--- config.mk ---
export PLATFORM = sky130hd
export DESIGN_NAME = eer_error_exit
export DESIGN_NICKNAME = d
export VERILOG_FILES = /design/src/design/eer_pkg.sv /design/src/design/eer_error_exit.sv
export SDC_FILE = /design/constraint.sdc
export NUM_CORES = 1
export LEC_CHECK = 0
export BUFFER_PORTS_ARGS = -buffer_cell sky130_fd_sc_hd__buf_2
export CAP_MARGIN = 20
export CELL_PAD_IN_SITES_DETAIL_PLACEMENT = 1
export CELL_PAD_IN_SITES_GLOBAL_PLACEMENT = 1
export CORE_MARGIN = 1
export CORE_UTILIZATION = 30
export CTS_CLUSTER_SIZE = 16
export DETAILED_ROUTE_END_ITERATION = 10
export PLACE_DENSITY = 0.7
export SLEW_MARGIN = 10
export SYNTH_ARGS = -nofsm -noshare
export SYNTH_HDL_FRONTEND = slang
export SYNTH_SLANG_ARGS = --single-unit
--- constraint.sdc ---
create_clock -name clk -period 2.1 [get_ports clk]
set_clock_uncertainty 0.2 [all_clocks]
set_input_delay 0.21 -clock clk [delete_from_list [all_inputs] [get_ports clk]]
set_output_delay 0.21 -clock clk [all_outputs]
set_load 0.01 [all_outputs]
--- src/design/eer_pkg.sv ---
// Constants and types shared by the error exit response logic.
package eer_pkg;

    // Width of one central memory word.
    localparam int WORD_W = 60;
    // Width of a program address.
    localparam int ADDR_W = 18;
    // Width of the exit condition code field.
    localparam int CODE_W = 6;
    // Lowest bit of the exit condition code inside the exit word.
    localparam int CODE_LSB = 48;
    // Lowest bit of the program address inside the exit word.
    localparam int PADDR_LSB = 30;

    // Exit condition codes: address fault, infinite, indefinite, hardware error.
    localparam logic [CODE_W-1:0] CODE_ADDR = 6'h01;
    localparam logic [CODE_W-1:0] CODE_INF = 6'h02;
    localparam logic [CODE_W-1:0] CODE_INDEF = 6'h04;
    localparam logic [CODE_W-1:0] CODE_HW = 6'h10;
    localparam logic [CODE_W-1:0] CODE_NONE = 6'h00;

    // Condition flag bits 48, 49 and 50 as seen by software.
    localparam int FLAG_W = 3;
    localparam logic [FLAG_W-1:0] FLAG_ADDR = 3'h1;
    localparam logic [FLAG_W-1:0] FLAG_INF = 3'h2;
    localparam logic [FLAG_W-1:0] FLAG_INDEF = 3'h4;
    localparam logic [FLAG_W-1:0] FLAG_NONE = 3'h0;

    // Sequencer states.
    typedef enum logic [2:0] {
        ST_IDLE,
        ST_STORE,
        ST_INTR,
        ST_STORE_LATE,
        ST_HALTED
    } eer_state_type;

endpackage

--- src/design/eer_error_exit.sv ---
// Error exit response sequencer for the older-architecture monitor mode.
`timescale 1ns/1ps

// Functional notes
// - Move address fault suppresses all memory access.
// - Move fault, exit mode: store, interrupt, halt.
// - Move fault, no exit mode: resume next.
// - 011/012 fault executes as a pass.
// - 011/012 exit mode: store code, interrupt, halt.
// - 011/012 no exit: interrupt, next word.
// - 014/015 exit: pass, store following address, halt.
// - 014/015 no exit: pass, next parcel.
// - Infinite sets 49, indefinite 50; else continue.
// - Arithmetic exit mode: store 02/04, halt.
// - Hardware error: interrupt, then store 20, halt.
// - Active only while monitor flag is one.
module eer_error_exit #(
    parameter int ADDR_W = eer_pkg::ADDR_W
) (
    // Clock and reset.
    input wire logic clk,
    input wire logic resetn,
    // Mode controls.
    input wire logic monitorFlag,
    input wire logic exitModeSel,
    // Fault events from the execution pipeline, one-cycle pulses.
    input wire logic moveAddrFault,
    input wire logic passFaultWord,
    input wire logic passFaultParcel,
    input wire logic infiniteResult,
    input wire logic indefiniteResult,
    input wire logic hwParityError,
    input wire logic hwDoubleBitError,
    // Addresses supplied with the event.
    input wire logic [ADDR_W-1:0] progAddr,
    input wire logic [ADDR_W-1:0] followAddr,
    input wire logic [ADDR_W-1:0] centralReferenceBase,
    // Restart from the halted state.
    input wire logic haltRelease,
    // Actions towards the pipeline.
    output logic suppressMemAccess,
    output logic passInstr,
    output logic resumeNext,
    output logic advanceWord,
    output logic advanceParcel,
    output logic interruptNative,
    output logic cpuHalted,
    // Exit word write towards central memory.
    output logic exitWordWrite,
    output logic [ADDR_W-1:0] exitWordAddr,
    output logic [eer_pkg::WORD_W-1:0] exitWordData,
    // Condition flags 48, 49, 50.
    output logic [eer_pkg::FLAG_W-1:0] exitCondFlags
);

    // Whole module state in one record.
    typedef struct packed {
        eer_pkg::eer_state_type state;
        logic suppress;
        logic pass;
        logic resume;
        logic advWord;
        logic advParcel;
        logic intr;
        logic halted;
        logic wr;
        logic [ADDR_W-1:0] wrAddr;
        logic [eer_pkg::WORD_W-1:0] wrData;
        logic [eer_pkg::FLAG_W-1:0] flags;
        logic [ADDR_W-1:0] pLatch;
        logic [eer_pkg::CODE_W-1:0] codeLatch;
    } eer_regs_type;

    // Registered state and its next value.
    eer_regs_type regs_ff;
    eer_regs_type nxt_regs;

    // Packs the program address and exit code into one memory word.
    function automatic logic [eer_pkg::WORD_W-1:0] packExit(
        input logic [ADDR_W-1:0] pAddr,
        input logic [eer_pkg::CODE_W-1:0] code
    );
        logic [eer_pkg::WORD_W-1:0] w;
        w = '0;
        w[eer_pkg::CODE_LSB +: eer_pkg::CODE_W] = code;
        w[eer_pkg::PADDR_LSB +: ADDR_W] = pAddr;
        return w;
    endfunction

    // Either hardware error; it outranks every other event in the idle state.
    logic hwError;
    assign hwError = hwParityError | hwDoubleBitError;

    // Next-state logic. Events are only accepted when idle, so a second
    // fault during an exit sequence is dropped; the pipeline is expected
    // to be stalled by then anyway. Hardware errors take priority because
    // a corrupted word makes every other report untrustworthy.
    always_comb
    begin
        nxt_regs = regs_ff;
        // Action strobes last a single cycle.
        nxt_regs.suppress = 1'b0;
        nxt_regs.pass = 1'b0;
        nxt_regs.resume = 1'b0;
        nxt_regs.advWord = 1'b0;
        nxt_regs.advParcel = 1'b0;
        nxt_regs.intr = 1'b0;
        nxt_regs.wr = 1'b0;
        unique case (regs_ff.state)
            eer_pkg::ST_IDLE:
            begin
                // Outside monitor mode this logic stays silent.
                if (monitorFlag)
                begin
                    if (hwError)
                    begin
                        // Interrupt first, the store follows from native state.
                        nxt_regs.intr = 1'b1;
                        nxt_regs.pLatch = progAddr;
                        nxt_regs.codeLatch = eer_pkg::CODE_HW;
                        nxt_regs.state = eer_pkg::ST_STORE_LATE;
                    end
                    else if (moveAddrFault)
                    begin
                        nxt_regs.suppress = 1'b1;
                        nxt_regs.flags = eer_pkg::FLAG_ADDR;
                        if (exitModeSel)
                        begin
                            nxt_regs.pLatch = progAddr;
                            nxt_regs.codeLatch = eer_pkg::CODE_ADDR;
                            nxt_regs.state = eer_pkg::ST_STORE;
                        end
                        else
                        begin
                            nxt_regs.resume = 1'b1;
                        end
                    end
                    else if (passFaultWord)
                    begin
                        nxt_regs.pass = 1'b1;
                        nxt_regs.flags = eer_pkg::FLAG_ADDR;
                        if (exitModeSel)
                        begin
                            nxt_regs.pLatch = progAddr;
                            nxt_regs.codeLatch = eer_pkg::CODE_ADDR;
                            nxt_regs.state = eer_pkg::ST_STORE;
                        end
                        else
                        begin
                            // Interrupt, then go on with the next whole word.
                            nxt_regs.intr = 1'b1;
                            nxt_regs.advWord = 1'b1;
                        end
                    end
                    else if (passFaultParcel)
                    begin
                        nxt_regs.pass = 1'b1;
                        nxt_regs.flags = eer_pkg::FLAG_ADDR;
                        if (exitModeSel)
                        begin
                            // The stored address points past the passed instruction.
                            nxt_regs.pLatch = followAddr;
                            nxt_regs.codeLatch = eer_pkg::CODE_ADDR;
                            nxt_regs.state = eer_pkg::ST_STORE;
                        end
                        else
                        begin
                            nxt_regs.advParcel = 1'b1;
                        end
                    end
                    else if (indefiniteResult | infiniteResult)
                    begin
                        // Indefinite wins when both appear; it is the stronger result.
                        nxt_regs.flags = indefiniteResult ? eer_pkg::FLAG_INDEF
                                                          : eer_pkg::FLAG_INF;
                        if (exitModeSel)
                        begin
                            nxt_regs.pLatch = progAddr;
                            nxt_regs.codeLatch = indefiniteResult ? eer_pkg::CODE_INDEF
                                                                  : eer_pkg::CODE_INF;
                            nxt_regs.state = eer_pkg::ST_STORE;
                        end
                        else
                        begin
                            nxt_regs.resume = 1'b1;
                        end
                    end
                end
            end
            eer_pkg::ST_STORE:
            begin
                // Exit word goes out before the interrupt.
                nxt_regs.wr = 1'b1;
                nxt_regs.wrAddr = centralReferenceBase;
                nxt_regs.wrData = packExit(regs_ff.pLatch, regs_ff.codeLatch);
                nxt_regs.state = eer_pkg::ST_INTR;
            end
            eer_pkg::ST_INTR:
            begin
                nxt_regs.intr = 1'b1;
                nxt_regs.halted = 1'b1;
                nxt_regs.state = eer_pkg::ST_HALTED;
            end
            eer_pkg::ST_STORE_LATE:
            begin
                // Native state records the hardware error and stops.
                nxt_regs.wr = 1'b1;
                nxt_regs.wrAddr = centralReferenceBase;
                nxt_regs.wrData = packExit(regs_ff.pLatch, regs_ff.codeLatch);
                nxt_regs.halted = 1'b1;
                nxt_regs.state = eer_pkg::ST_HALTED;
            end
            eer_pkg::ST_HALTED:
            begin
                // Only an explicit release leaves the stop.
                if (haltRelease)
                begin
                    nxt_regs.halted = 1'b0;
                    nxt_regs.flags = eer_pkg::FLAG_NONE;
                    nxt_regs.state = eer_pkg::ST_IDLE;
                end
            end
            default:
            begin
                nxt_regs.state = eer_pkg::ST_IDLE;
            end
        endcase
    end

    // State register.
    always_ff @(posedge clk or negedge resetn)
    begin
        if (!resetn)
        begin
            regs_ff <= '{state: eer_pkg::ST_IDLE, codeLatch: eer_pkg::CODE_NONE, default: '0};
        end
        else
        begin
            regs_ff <= nxt_regs;
        end
    end

    // Outputs straight from the state register.
    assign suppressMemAccess = regs_ff.suppress;
    assign passInstr = regs_ff.pass;
    assign resumeNext = regs_ff.resume;
    assign advanceWord = regs_ff.advWord;
    assign advanceParcel = regs_ff.advParcel;
    assign interruptNative = regs_ff.intr;
    assign cpuHalted = regs_ff.halted;
    assign exitWordWrite = regs_ff.wr;
    assign exitWordAddr = regs_ff.wrAddr;
    assign exitWordData = regs_ff.wrData;
    assign exitCondFlags = regs_ff.flags;

    // The sequencer can take an event only when idle and in monitor mode.
    logic idleHit;
    assign idleHit = regs_ff.state == eer_pkg::ST_IDLE && monitorFlag;
endmodule

Yosys cells after proc, flatten, opt, wreduce, memory -nomap -nowiden
Index checks and enable logic that the tools add are counted.
Widths: inputs -> output; s select.
- register bits after elaboration: 80
- input bits: 66
- output and inout port bits: 89
- logic and storage cells: 79
- eq/ne operators: 11
- muxes and demuxes: 42
- bitwise gates (word level): 2
- reduce and logical (&&, ||, !) cells: 10
- operator list (kind ; count):
    $mux 27 ; 5
    $mux 24 ; 4
    $mux 79 ; 1
    $mux 3 ; 11
    $mux 1 ; 14
    $pmux 3 s4 ; 1
    $mux 5 ; 2
    $ne 5x5->1 const B ; 2
    $reduce_and 5->1 ; 2
    $mux 9 ; 1
    $eq 3x2->1 const B ; 2
    $ne 2x2->1 const B ; 3
    $ne 6x6->1 const B ; 1
    $pmux 3 s2 ; 1
    $ne 5x4->1 const B ; 1
    $reduce_bool 5->1 ; 1
    $pmux 1 s2 ; 2
    $reduce_bool 2->1 ; 2
    $reduce_or 2->1 ; 2
    $eq 3x1->1 const B ; 1
    $eq 3x3->1 const B ; 1
    $logic_not 3->1 ; 1
    $reduce_and 3->1 ; 1
    $or 1x1->1 ; 2
    $reduce_and 2->1 ; 1

Longest topological paths before layout
Gate-level depths: netlist of the first run.
- depth after elaboration: 9
- mapped depth: 6
- mapped depth without buffers: 4

Worst setup path after synthesis of the first run
OpenSTA, ideal clock, no wires.
- kind: reg-to-reg
- start: register regs_ff[115] (netlist name)
- end: register regs_ff[2] (netlist name)
- library setup time: 0.121 ns
- data arrival time: 1.548 ns
- data required time: 1.779 ns
- slack: 0.231 ns
- cell stages (with the launch flop): 6
- buffers on the path: 1
- period minus slack after synthesis: 1.869 ns
- path through: dfrtp_1 > nor4b_4 > o311ai_2 > and2_4 > buf_6 > a22o_1
- word-level cells in the longest chain between the ends: 2
- RTL lines (what ; line ; RTL):
    from (decl) ; eer_error_exit.sv:75 ; eer_regs_type regs_ff;
    from (signal assigned) ; eer_error_exit.sv:239 ; regs_ff <= nxt_regs;
    $logic_not 3->1 ; eer_error_exit.sv:109 ; unique case (regs_ff.state)
    $reduce_and 5->1 (no source line) ; -- ;
Every way passes these cells.
A chain may end at the register's enable or synchronous reset.

Worst setup path in the final report of the first run
- start: register regs_ff[115] (netlist name)
- end: register regs_ff[1] (netlist name)
The elaborated chain is that of the path after synthesis.

==> results of run 1 <==
==> path summary, 6_finish.rpt <==
check,startpoint,end,slack [ps],depth (start not counted)
setup / recovery,regs_ff[115],regs_ff[1],190,4
hold / removal,progAddr[16],regs_ff[22],-10,3
setup reg to reg,regs_ff[115],regs_ff[1],190,4
hold reg to reg,regs_ff[20],regs_ff[20],280,1
max in group asynchronous,resetn,exitWordAddr[0],880,3
min in group asynchronous,resetn,exitWordData[51],180,2
==> cell usage in the layout, fill, tap and decap left out, types with 7 or more instances in the layout <==
master	count
sky130_fd_sc_hd__a22oi_1	18
sky130_fd_sc_hd__buf_2	117
sky130_fd_sc_hd__buf_4	9
sky130_fd_sc_hd__clkbuf_16	9
sky130_fd_sc_hd__conb_1	36
sky130_fd_sc_hd__dfrtp_1	80
sky130_fd_sc_hd__dlygate4sd3_1	53
sky130_fd_sc_hd__mux2_2	46
sky130_fd_sc_hd__nand2_1	7
sky130_fd_sc_hd__nor2_1	10
sky130_fd_sc_hd__nor3_1	7
sky130_fd_sc_hd__o2bb2ai_1	18
==> worst min-delay path, delay by kind of cell <==
kind	cells	cell delay (ps)
AOI/OAI and AO/OA	2	190
buffers and inverters	1	80
==> state kept, by name, summed over array words and instances, names as in the netlist <==
name / flops
advanceParcel: 1
advanceWord: 1
cpuHalted: 1
exitCondFlags: 3
exitWordAddr: 18
exitWordData: 24
exitWordWrite: 1
interruptNative: 1
passInstr: 1
regs_ff: 27
resumeNext: 1
suppressMemAccess: 1
==> cells in the mapped netlist, types with 2 or more instances <==
master,n,area (um2)
sky130_fd_sc_hd__nor3_1,7,35.0
sky130_fd_sc_hd__a22oi_1,18,135
sky130_fd_sc_hd__buf_2,9,45.0
sky130_fd_sc_hd__dfrtp_1,80,2000
sky130_fd_sc_hd__buf_6,2,22.5
sky130_fd_sc_hd__nor2_1,10,37.5
sky130_fd_sc_hd__a21oi_1,2,10.0
sky130_fd_sc_hd__a22o_1,2,17.5
sky130_fd_sc_hd__buf_4,82,616
sky130_fd_sc_hd__o2bb2ai_1,18,158
sky130_fd_sc_hd__o21ai_0,4,20.0
sky130_fd_sc_hd__or3b_2,2,17.5
sky130_fd_sc_hd__inv_1,2,7.51
sky130_fd_sc_hd__nand2b_1,3,18.8
sky130_fd_sc_hd__nand2_1,7,26.3
sky130_fd_sc_hd__and3_1,4,25.0
sky130_fd_sc_hd__mux2_2,46,518
==> metal layers <==
metal | GRT usage (%) | vias up | wire (um)
li1 | - | 1254 | -
met1 | 16.7 | 1315 | 3870
met2 | 26.1 | 106 | 4810
met3 | 4.39 | 18 | 768
met4 | 7.10 | 0 | 198
met5 | 0 | - | 0
==> where the power goes <==
part / switching [mW] / internal [mW]
sequential: 0.325 / 2.13
combinational: 1.00 / 1.07
clock: 0.622 / 0.927
==> cell type report <==
type	count	area (um2)
clock buffer	10	229
clock inverter	6	68.8
fill	1413	7570
inverter	3	11.3
multi-input combinational	173	1320
sequential	80	2000
tap	172	215
timing repair buffer	180	1200
==> stage by stage <==
stage	std cells	power [mW]
floorplan	350	4.22
global placement	555	4.40
detailed placement	555	4.49
CTS	624	6.15
global route	624	6.49
finish	624	6.07
==> kinds of logic after synthesis <==
| group | after synthesis | share of synthesized area [%] |
|---|---|---|
| other cells | 1 | 0.0969 |
| buf+inv | 97 | 18.0 |
| simple gates | 40 | 6.05 |
| flops | 80 | 51.7 |
| mux | 46 | 13.4 |
| compound gates | 51 | 10.7 |
==> what timing repair did <==
item                       4_1_cts  5_1_grt
hold buffers                    53        0
hold endpoints to repair        76        0
setup endpoints to repair        0        0
==> impl_summary.md, run 1 <==
Worst setup path
Counting both buffers and inverters, the worst setup path holds a total of 0. The largest individual stage delay along the critical path comes from the cell sky130_fd_sc_hd__dfrtp_1. For this run, the slowest stage of the critical path takes ~460 ps. The cell class contributing the biggest share of worst-path delay is simple AND/OR/NAND/NOR gates.

The critical path startpoint category is a flop. Data on the critical path is required at its endpoint by about 2100 ps. The type of element capturing the critical path is a flop. The category of the critical setup timing path is reg -> reg. Traced cell by cell, the critical path runs through nor4b_4 > o311ai_2 > and2_4 > a22o_1. The data arrival time of the critical path is 1940 ps.

The largest fanout of any net on the critical path is 21.

Floorplanning
The total I/O pin count is 155. The effective utilization at floorplan is between 30% and 40%. The die width is 116 um.

The overall die area is approximately 13000 um2. The vertical die dimension is 116 um. The number of standard-cell rows in the floorplan is 41.

The region available for standard cell placement spans 12600 um2.

CTS
The longest clock path from root to sink contains 2 buffers. The tree built by TritonCTS fans out to 80 sinks. TritonCTS created 9 clock buffers. After clock tree synthesis, the clock-pin slew on the worst setup and hold paths is 60 ps. The clock reaches the later pin of the worst-skew pair after 330 ps. The TritonCTS clock tree is done. The master cell of the clock root buffer is sky130_fd_sc_hd__clkbuf_16. Post-CTS timing repair inserted 0 buffers for setup. The number of H-tree levels is 3. After clock tree synthesis, the repair step resized 0 gates.

Yosys
Counting flops with an async set or reset pin after synthesis yields a share of 100%. Synthesis produced a netlist whose cell count is 315. The synthesized design contains 0 enable-type register cells. The number of warnings reported in the yosys synthesis log is 0. After synthesis the netlist holds a flip-flop and latch count of 80. In this run the mean area of a mapped cell was around 12 um2. The cell area after synthesis is 3870 um2. The dominant synthesized flop cell is sky130_fd_sc_hd__dfrtp_1. The proportion of synthesized chip area in sequential cells is 51.7%. Synthesis instantiated 34 different standard cells from the library.

Placed design
The detailed placement HPWL is 6450 um. In this run the cell area measured after placement is approximately 4200 um2. The congestion estimate from routability-driven global placement came to 0.814. The setup slack at placement is 94.8 ps. In this run the tool buffered the top-level ports with 118 buffer cells.

STA
The post-route minimum period is 1910 ps. Adding up every negative setup slack in the final design gives 0 ps. The actual slew at the worst max-slew pin is 888 ps.

For this run, the top clock speed supported by timing is 0.522 GHz. Of the available clock period, the critical path in the final layout requires 91.2%. The final max-slew violation count is 0.

The total setup violations reported at the end of the flow is 0. The worst slack on hold paths is -10.0 ps. The count of final hold-check violations was 1. Measured against its own limit, the worst slew margin works out to between 40% and 50%. Setup repair after global routing left no endpoint under its margin. The post-route worst setup slack is 185 ps.

Route
The detailed-route wire length per cell is roughly 15 um. The remaining antenna violation count is 0. After the first detailed-routing iteration, the DRC count stood at between 100 and 150.

After detailed routing, the number of remaining DRC violations is 0. The detail-routed via count per cell is 4.32. The routed via count is 2693. The length of the first detailed-routing pass in iterations is 4.

After detailed routing, the total wire length is 9650 um.

Finish
The end-of-flow core utilization is roughly 40%. In the final design database the tool counted between 500 and 600 nets. The synthesis-to-finish area growth is 30.4%.

With fillers left out, the area of the finished cells amounts to 5040 um2. The number of diodes is 0. Of the cells placed in the final design, the portion with a size suffix greater than 1 is between 40% and 50%.

Global routing
The residual overflow from global routing is 0. The initial antenna violation count is 0. The total track usage is 14.9%.

Entering global routing, the biggest net connects 39 pins. The number of global-route vias before repair was 2848. The first-pass GRT wire length is 14800 um.

Outcome
The run finished, with violations left. The checks that failed: hold timing.

Power and ir drop
The power density over the cells is 1200 nW/um2. Summed over all cells, the static leakage comes to 2.50 nW. The worst-case IR drop observed on VDD is 0.435 mV.

Min path
The tightest min-delay check is of the in -> reg type.

Run
The max-capacitance violation count is 0.
(Power assumes the default switching activity.)
==> run 2, diff against run 1 <==
--- a/config.mk
+++ b/config.mk
@@ -14,6 +14,7 @@
 export CTS_CLUSTER_SIZE = 16
 export DETAILED_ROUTE_END_ITERATION = 10
 export PLACE_DENSITY = 0.7
+export SETUP_SLACK_MARGIN = 0.3
 export SLEW_MARGIN = 10
 export SYNTH_ARGS = -nofsm -noshare
 export SYNTH_HDL_FRONTEND = slang
==> run 2 against run 1 <==
  * The flow now finishes without violations
  * Die area stayed put
  * Largest cell class unchanged
  * Critical endpoint is now regs_ff[20]
  * Sequential share of layout area is 1.3 points lower
  * Hold slack better by 30 ps
  * Combinational power is 12% higher
  * Flip-flop and latch count stayed put
  * Highest routed layer unchanged
  * Global-route usage is 0.89 points higher
  * Setup slack better by 110 ps
  * Clock-buffer cell count is 1 lower
  * Non-clock buffer count is 9 higher
  * First-iteration DRC count is 3.5% lower
  * Register-to-register slack better by 110 ps
==> impl_summary.md, run 2 (same netlist as run 1, synthesis figures left out) <==
Outcome
Result of the run: finished, final reports clean (was complete, but fails checks).

STA
The count of final hold-check violations came to 0 (was 1). The actual slew at the worst max-slew pin is 953 ps (was 888 ps). The relative slew slack is 36.5% (was 40.8%). Setup repair after global routing missed its margin: true (was false). The worst slack on hold paths is 19.8 ps (was -10.0 ps). The timing-limited maximum frequency is 0.555 GHz (was 0.522 GHz). The total negative setup slack was 0 ps (unchanged).

The total setup violations reported at the end of the flow is 0 (unchanged). The final max-slew violation count is 0 (unchanged). The post-route minimum period was 1800 ps (was 1910 ps). The share of the cycle needed by the critical path after routing is 85.8% (was 91.2%).

Worst setup path
The type of element capturing the critical path is a flop (unchanged). The library cell contributing the largest single delay on the critical path is sky130_fd_sc_hd__dfrtp_2 (was sky130_fd_sc_hd__dfrtp_1). The setup slack of the worst register-to-register path is 300 ps (was 190 ps). The origin of the critical flop-to-flop path is regs_ff[114] (was regs_ff[115]).

The largest fanout of any net on the critical path is 6 (was 21). The endpoint required time on the critical path is 2150 ps (was 2120 ps). The category of the critical setup timing path is reg -> reg (unchanged).

The stage delay of the slowest cell on the critical path is 450 ps (was 460 ps). The depth of the worst register-to-register path is 6 (was 4). By instance count, the cell type seen most on the critical path is sky130_fd_sc_hd__buf_4. The critical path startpoint category is a flop (unchanged).

The data arrival time of the critical path is 1850 ps (was 1940 ps). Critical path, cell by cell: nor4b_4 > buf_4 > buf_6 > o41ai_4 > buf_4 > o2bb2ai_2 (was nor4b_4 > o311ai_2 > and2_4 > a22o_1). The reg-to-reg endpoint is regs_ff[20] (was regs_ff[1]).

Floorplanning
The overall die area is 13400 um2 (unchanged). The number of standard-cell rows in the floorplan is 41 (unchanged). The effective utilization at floorplan was 30.7% (unchanged). The die width was 116 um (unchanged). The placeable core region is 12600 um2 (unchanged). The vertical die dimension is 116 um (unchanged). The total I/O pin count was 155 (unchanged).

Placed design
The weighted congestion reported at the end of routability-driven placement is 0.832 (was 0.814). The number of I/O port buffers was 118 (unchanged). The detailed placement HPWL is 6250 um (was 6450 um).

CTS
The later-pin clock latency in the skew report is 330 ps (about the same). The number of H-tree levels is 3 (unchanged). The total clock buffers created by CTS is 9 (unchanged). The clock-pin transition on the worst setup and hold timing paths is 60 ps (about the same). The maximum root-to-sink buffer count came to 2 (unchanged). The TritonCTS clock tree is done (unchanged).

The CTS sink count is 80 (unchanged). The master cell of the clock root buffer was sky130_fd_sc_hd__clkbuf_16 (unchanged).

Power and ir drop
The relative contribution of sequential cells to total power is 39.3% (was 40.5%). The clock group share of total power is 24.0% (was 25.5%). The power density over the cells is 1210 nW/um2 (was 1200 nW/um2). The fraction of power spent switching nets came to 32.7% (was 32.1%). The total net switching power came to 2.07 mW (was 1.95 mW). The combinational share of power is 36.6% (was 34.0%).

The leakage power summed over all cells is 2.57 nW (was 2.50 nW). The cell-internal power came to 4.25 mW (was 4.13 mW). The maximum ir drop on the vdd rail came to 0.375 mV (was 0.435 mV).

Finish
The most common cell after layout, fill and taps aside is sky130_fd_sc_hd__buf_2 (unchanged). The layout cell share with drive strength beyond 1 is 46.8% (was 44.2%). Commonest cells after routing, fill and taps aside: sky130_fd_sc_hd__buf_2 (117), sky130_fd_sc_hd__dfrtp_1 (78), sky130_fd_sc_hd__dlygate4sd3_1 (57) (was sky130_fd_sc_hd__buf_2 (117), sky130_fd_sc_hd__dfrtp_1 (80), sky130_fd_sc_hd__dlygate4sd3_1 (53)). The number of flip-flops in the largest register came to 27 (unchanged).

The synthesis-to-finish area growth was 35.0% (was 30.4%). The final net count was 524 (was 513). The register bank with the most flops is regs_ff (unchanged). The number of diodes came to 0 (unchanged). The fill cell total of the finished layout is 1414 (was 1413).

Min path
The hold path endpoint is regs_ff[23] (was regs_ff[22]). The cell count of the worst hold path came to 3 (unchanged). The beginning of the worst hold path is progAddr[17] (was progAddr[16]). The worst min-delay path category was in -> reg (unchanged).

Global routing
The number of global-route vias before repair is 2941 (was 2848). The met3 routing resource usage after global routing is 3.40% (was 4.39%). The total track usage is 15.8% (was 14.9%).

The initial antenna violation count was 0 (unchanged). The routing usage on met1 is 18.1% (was 16.7%). The met2 track demand over resource in global routing is 27.7% (was 26.1%). The residual overflow from global routing is 0 (unchanged). The busiest layer in global routing is met2 (unchanged). The first-pass GRT wire length came to 15700 um (was 14800 um). The largest net degree at the start of global routing came to 47 (was 39).

Route
The detailed-route wire length per cell is 16.6 um (was 15.5 um). The detail-routed via count per cell is 4.37 (was 4.32). The remaining antenna violation count is 0 (unchanged). The number of design rule violations left after detail routing is 0 (unchanged). The DRC violation total after the first TritonRoute iteration is 109 (was 113). The routed via count is 2772 (was 2693).

The length of the first detailed-routing pass in iterations came to 6 (was 4). The wire length after detailed routing is 10500 um (was 9650 um).

Run
The max-capacitance violation count is 0 (unchanged).
run 2: how the worst max path moves through the flow:
stage,start,endpoint
6_report,regs_ff[114],regs_ff[20]
5_1_grt,regs_ff[114],regs_ff[20]
4_1_cts,regs_ff[114],regs_ff[1]
3_5_place_dp,passFaultWord,regs_ff[23]
3_3_place_gp,passFaultWord,regs_ff[2]
2_1_floorplan,regs_ff[113],regs_ff[2]
run 2: critical path: cells and delay by family, from the launching register on:
family                 cells  cell delay, ps
buffers and inverters      3             510
DFF                        1             450
AOI/OAI and AO/OA          2             280
and+or+nand+nor            1             270
run 2: stage by stage:
step	instance area (um2)	setup WS, ps	power, mW	cells	utilization (%)
6_report	5220	299	6.31	634	41.4
4_1_cts	5130	271	6.22	630	40.7
2_1_floorplan	4000	283	4.22	350	-
3_5_place_dp	4210	75.4	4.48	553	33.4
3_3_place_gp	4210	114	4.38	553	33.4
5_1_grt	5220	236	6.70	634	41.4
run 2: area by class of cell:
class                           instances  area (um2)  share of cell area, %
Multi-Input combinational cell        175        1400                   26.8
Inverter                                3        13.8                  0.263
Clock inverter                          6        61.3                   1.17
Sequential cell                        80        2000                   38.4
Tap cell                              172         215                   4.12
Timing Repair Buffer                  189        1310                   25.0
Clock buffer                            9         225                   4.31
run 2: metal layers:
metal | share of wire [%] | vias to the layer above | wire length (um)
li1 | - | 1279 | -
met2 | 51 | 105 | 5370
met3 | 6.2 | 16 | 647
met1 | 41 | 1372 | 4290
met5 | 0 | - | 0
met4 | 2.0 | 0 | 208
run 2: what timing repair did:
action,4_1_cts,5_1_grt
cloned,2,2
gates resized for setup,6,17
pin swaps,2,2
endpoints found under the setup margin,7,39
endpoints found under the hold margin,75,0
hold buffers,57,0
setup buffers,3,2
run 2: power by group through the flow:
stage                     Combinational, mW  Clock (mW)  Sequential, mW
after global placement                 1.93           0            2.45
after global routing                   2.52        1.62            2.57
final                                  2.31        1.52            2.48
after floorplan                        1.81           0            2.40
after detailed placement               2.00           0            2.49
after CTS                              2.19        1.56            2.47
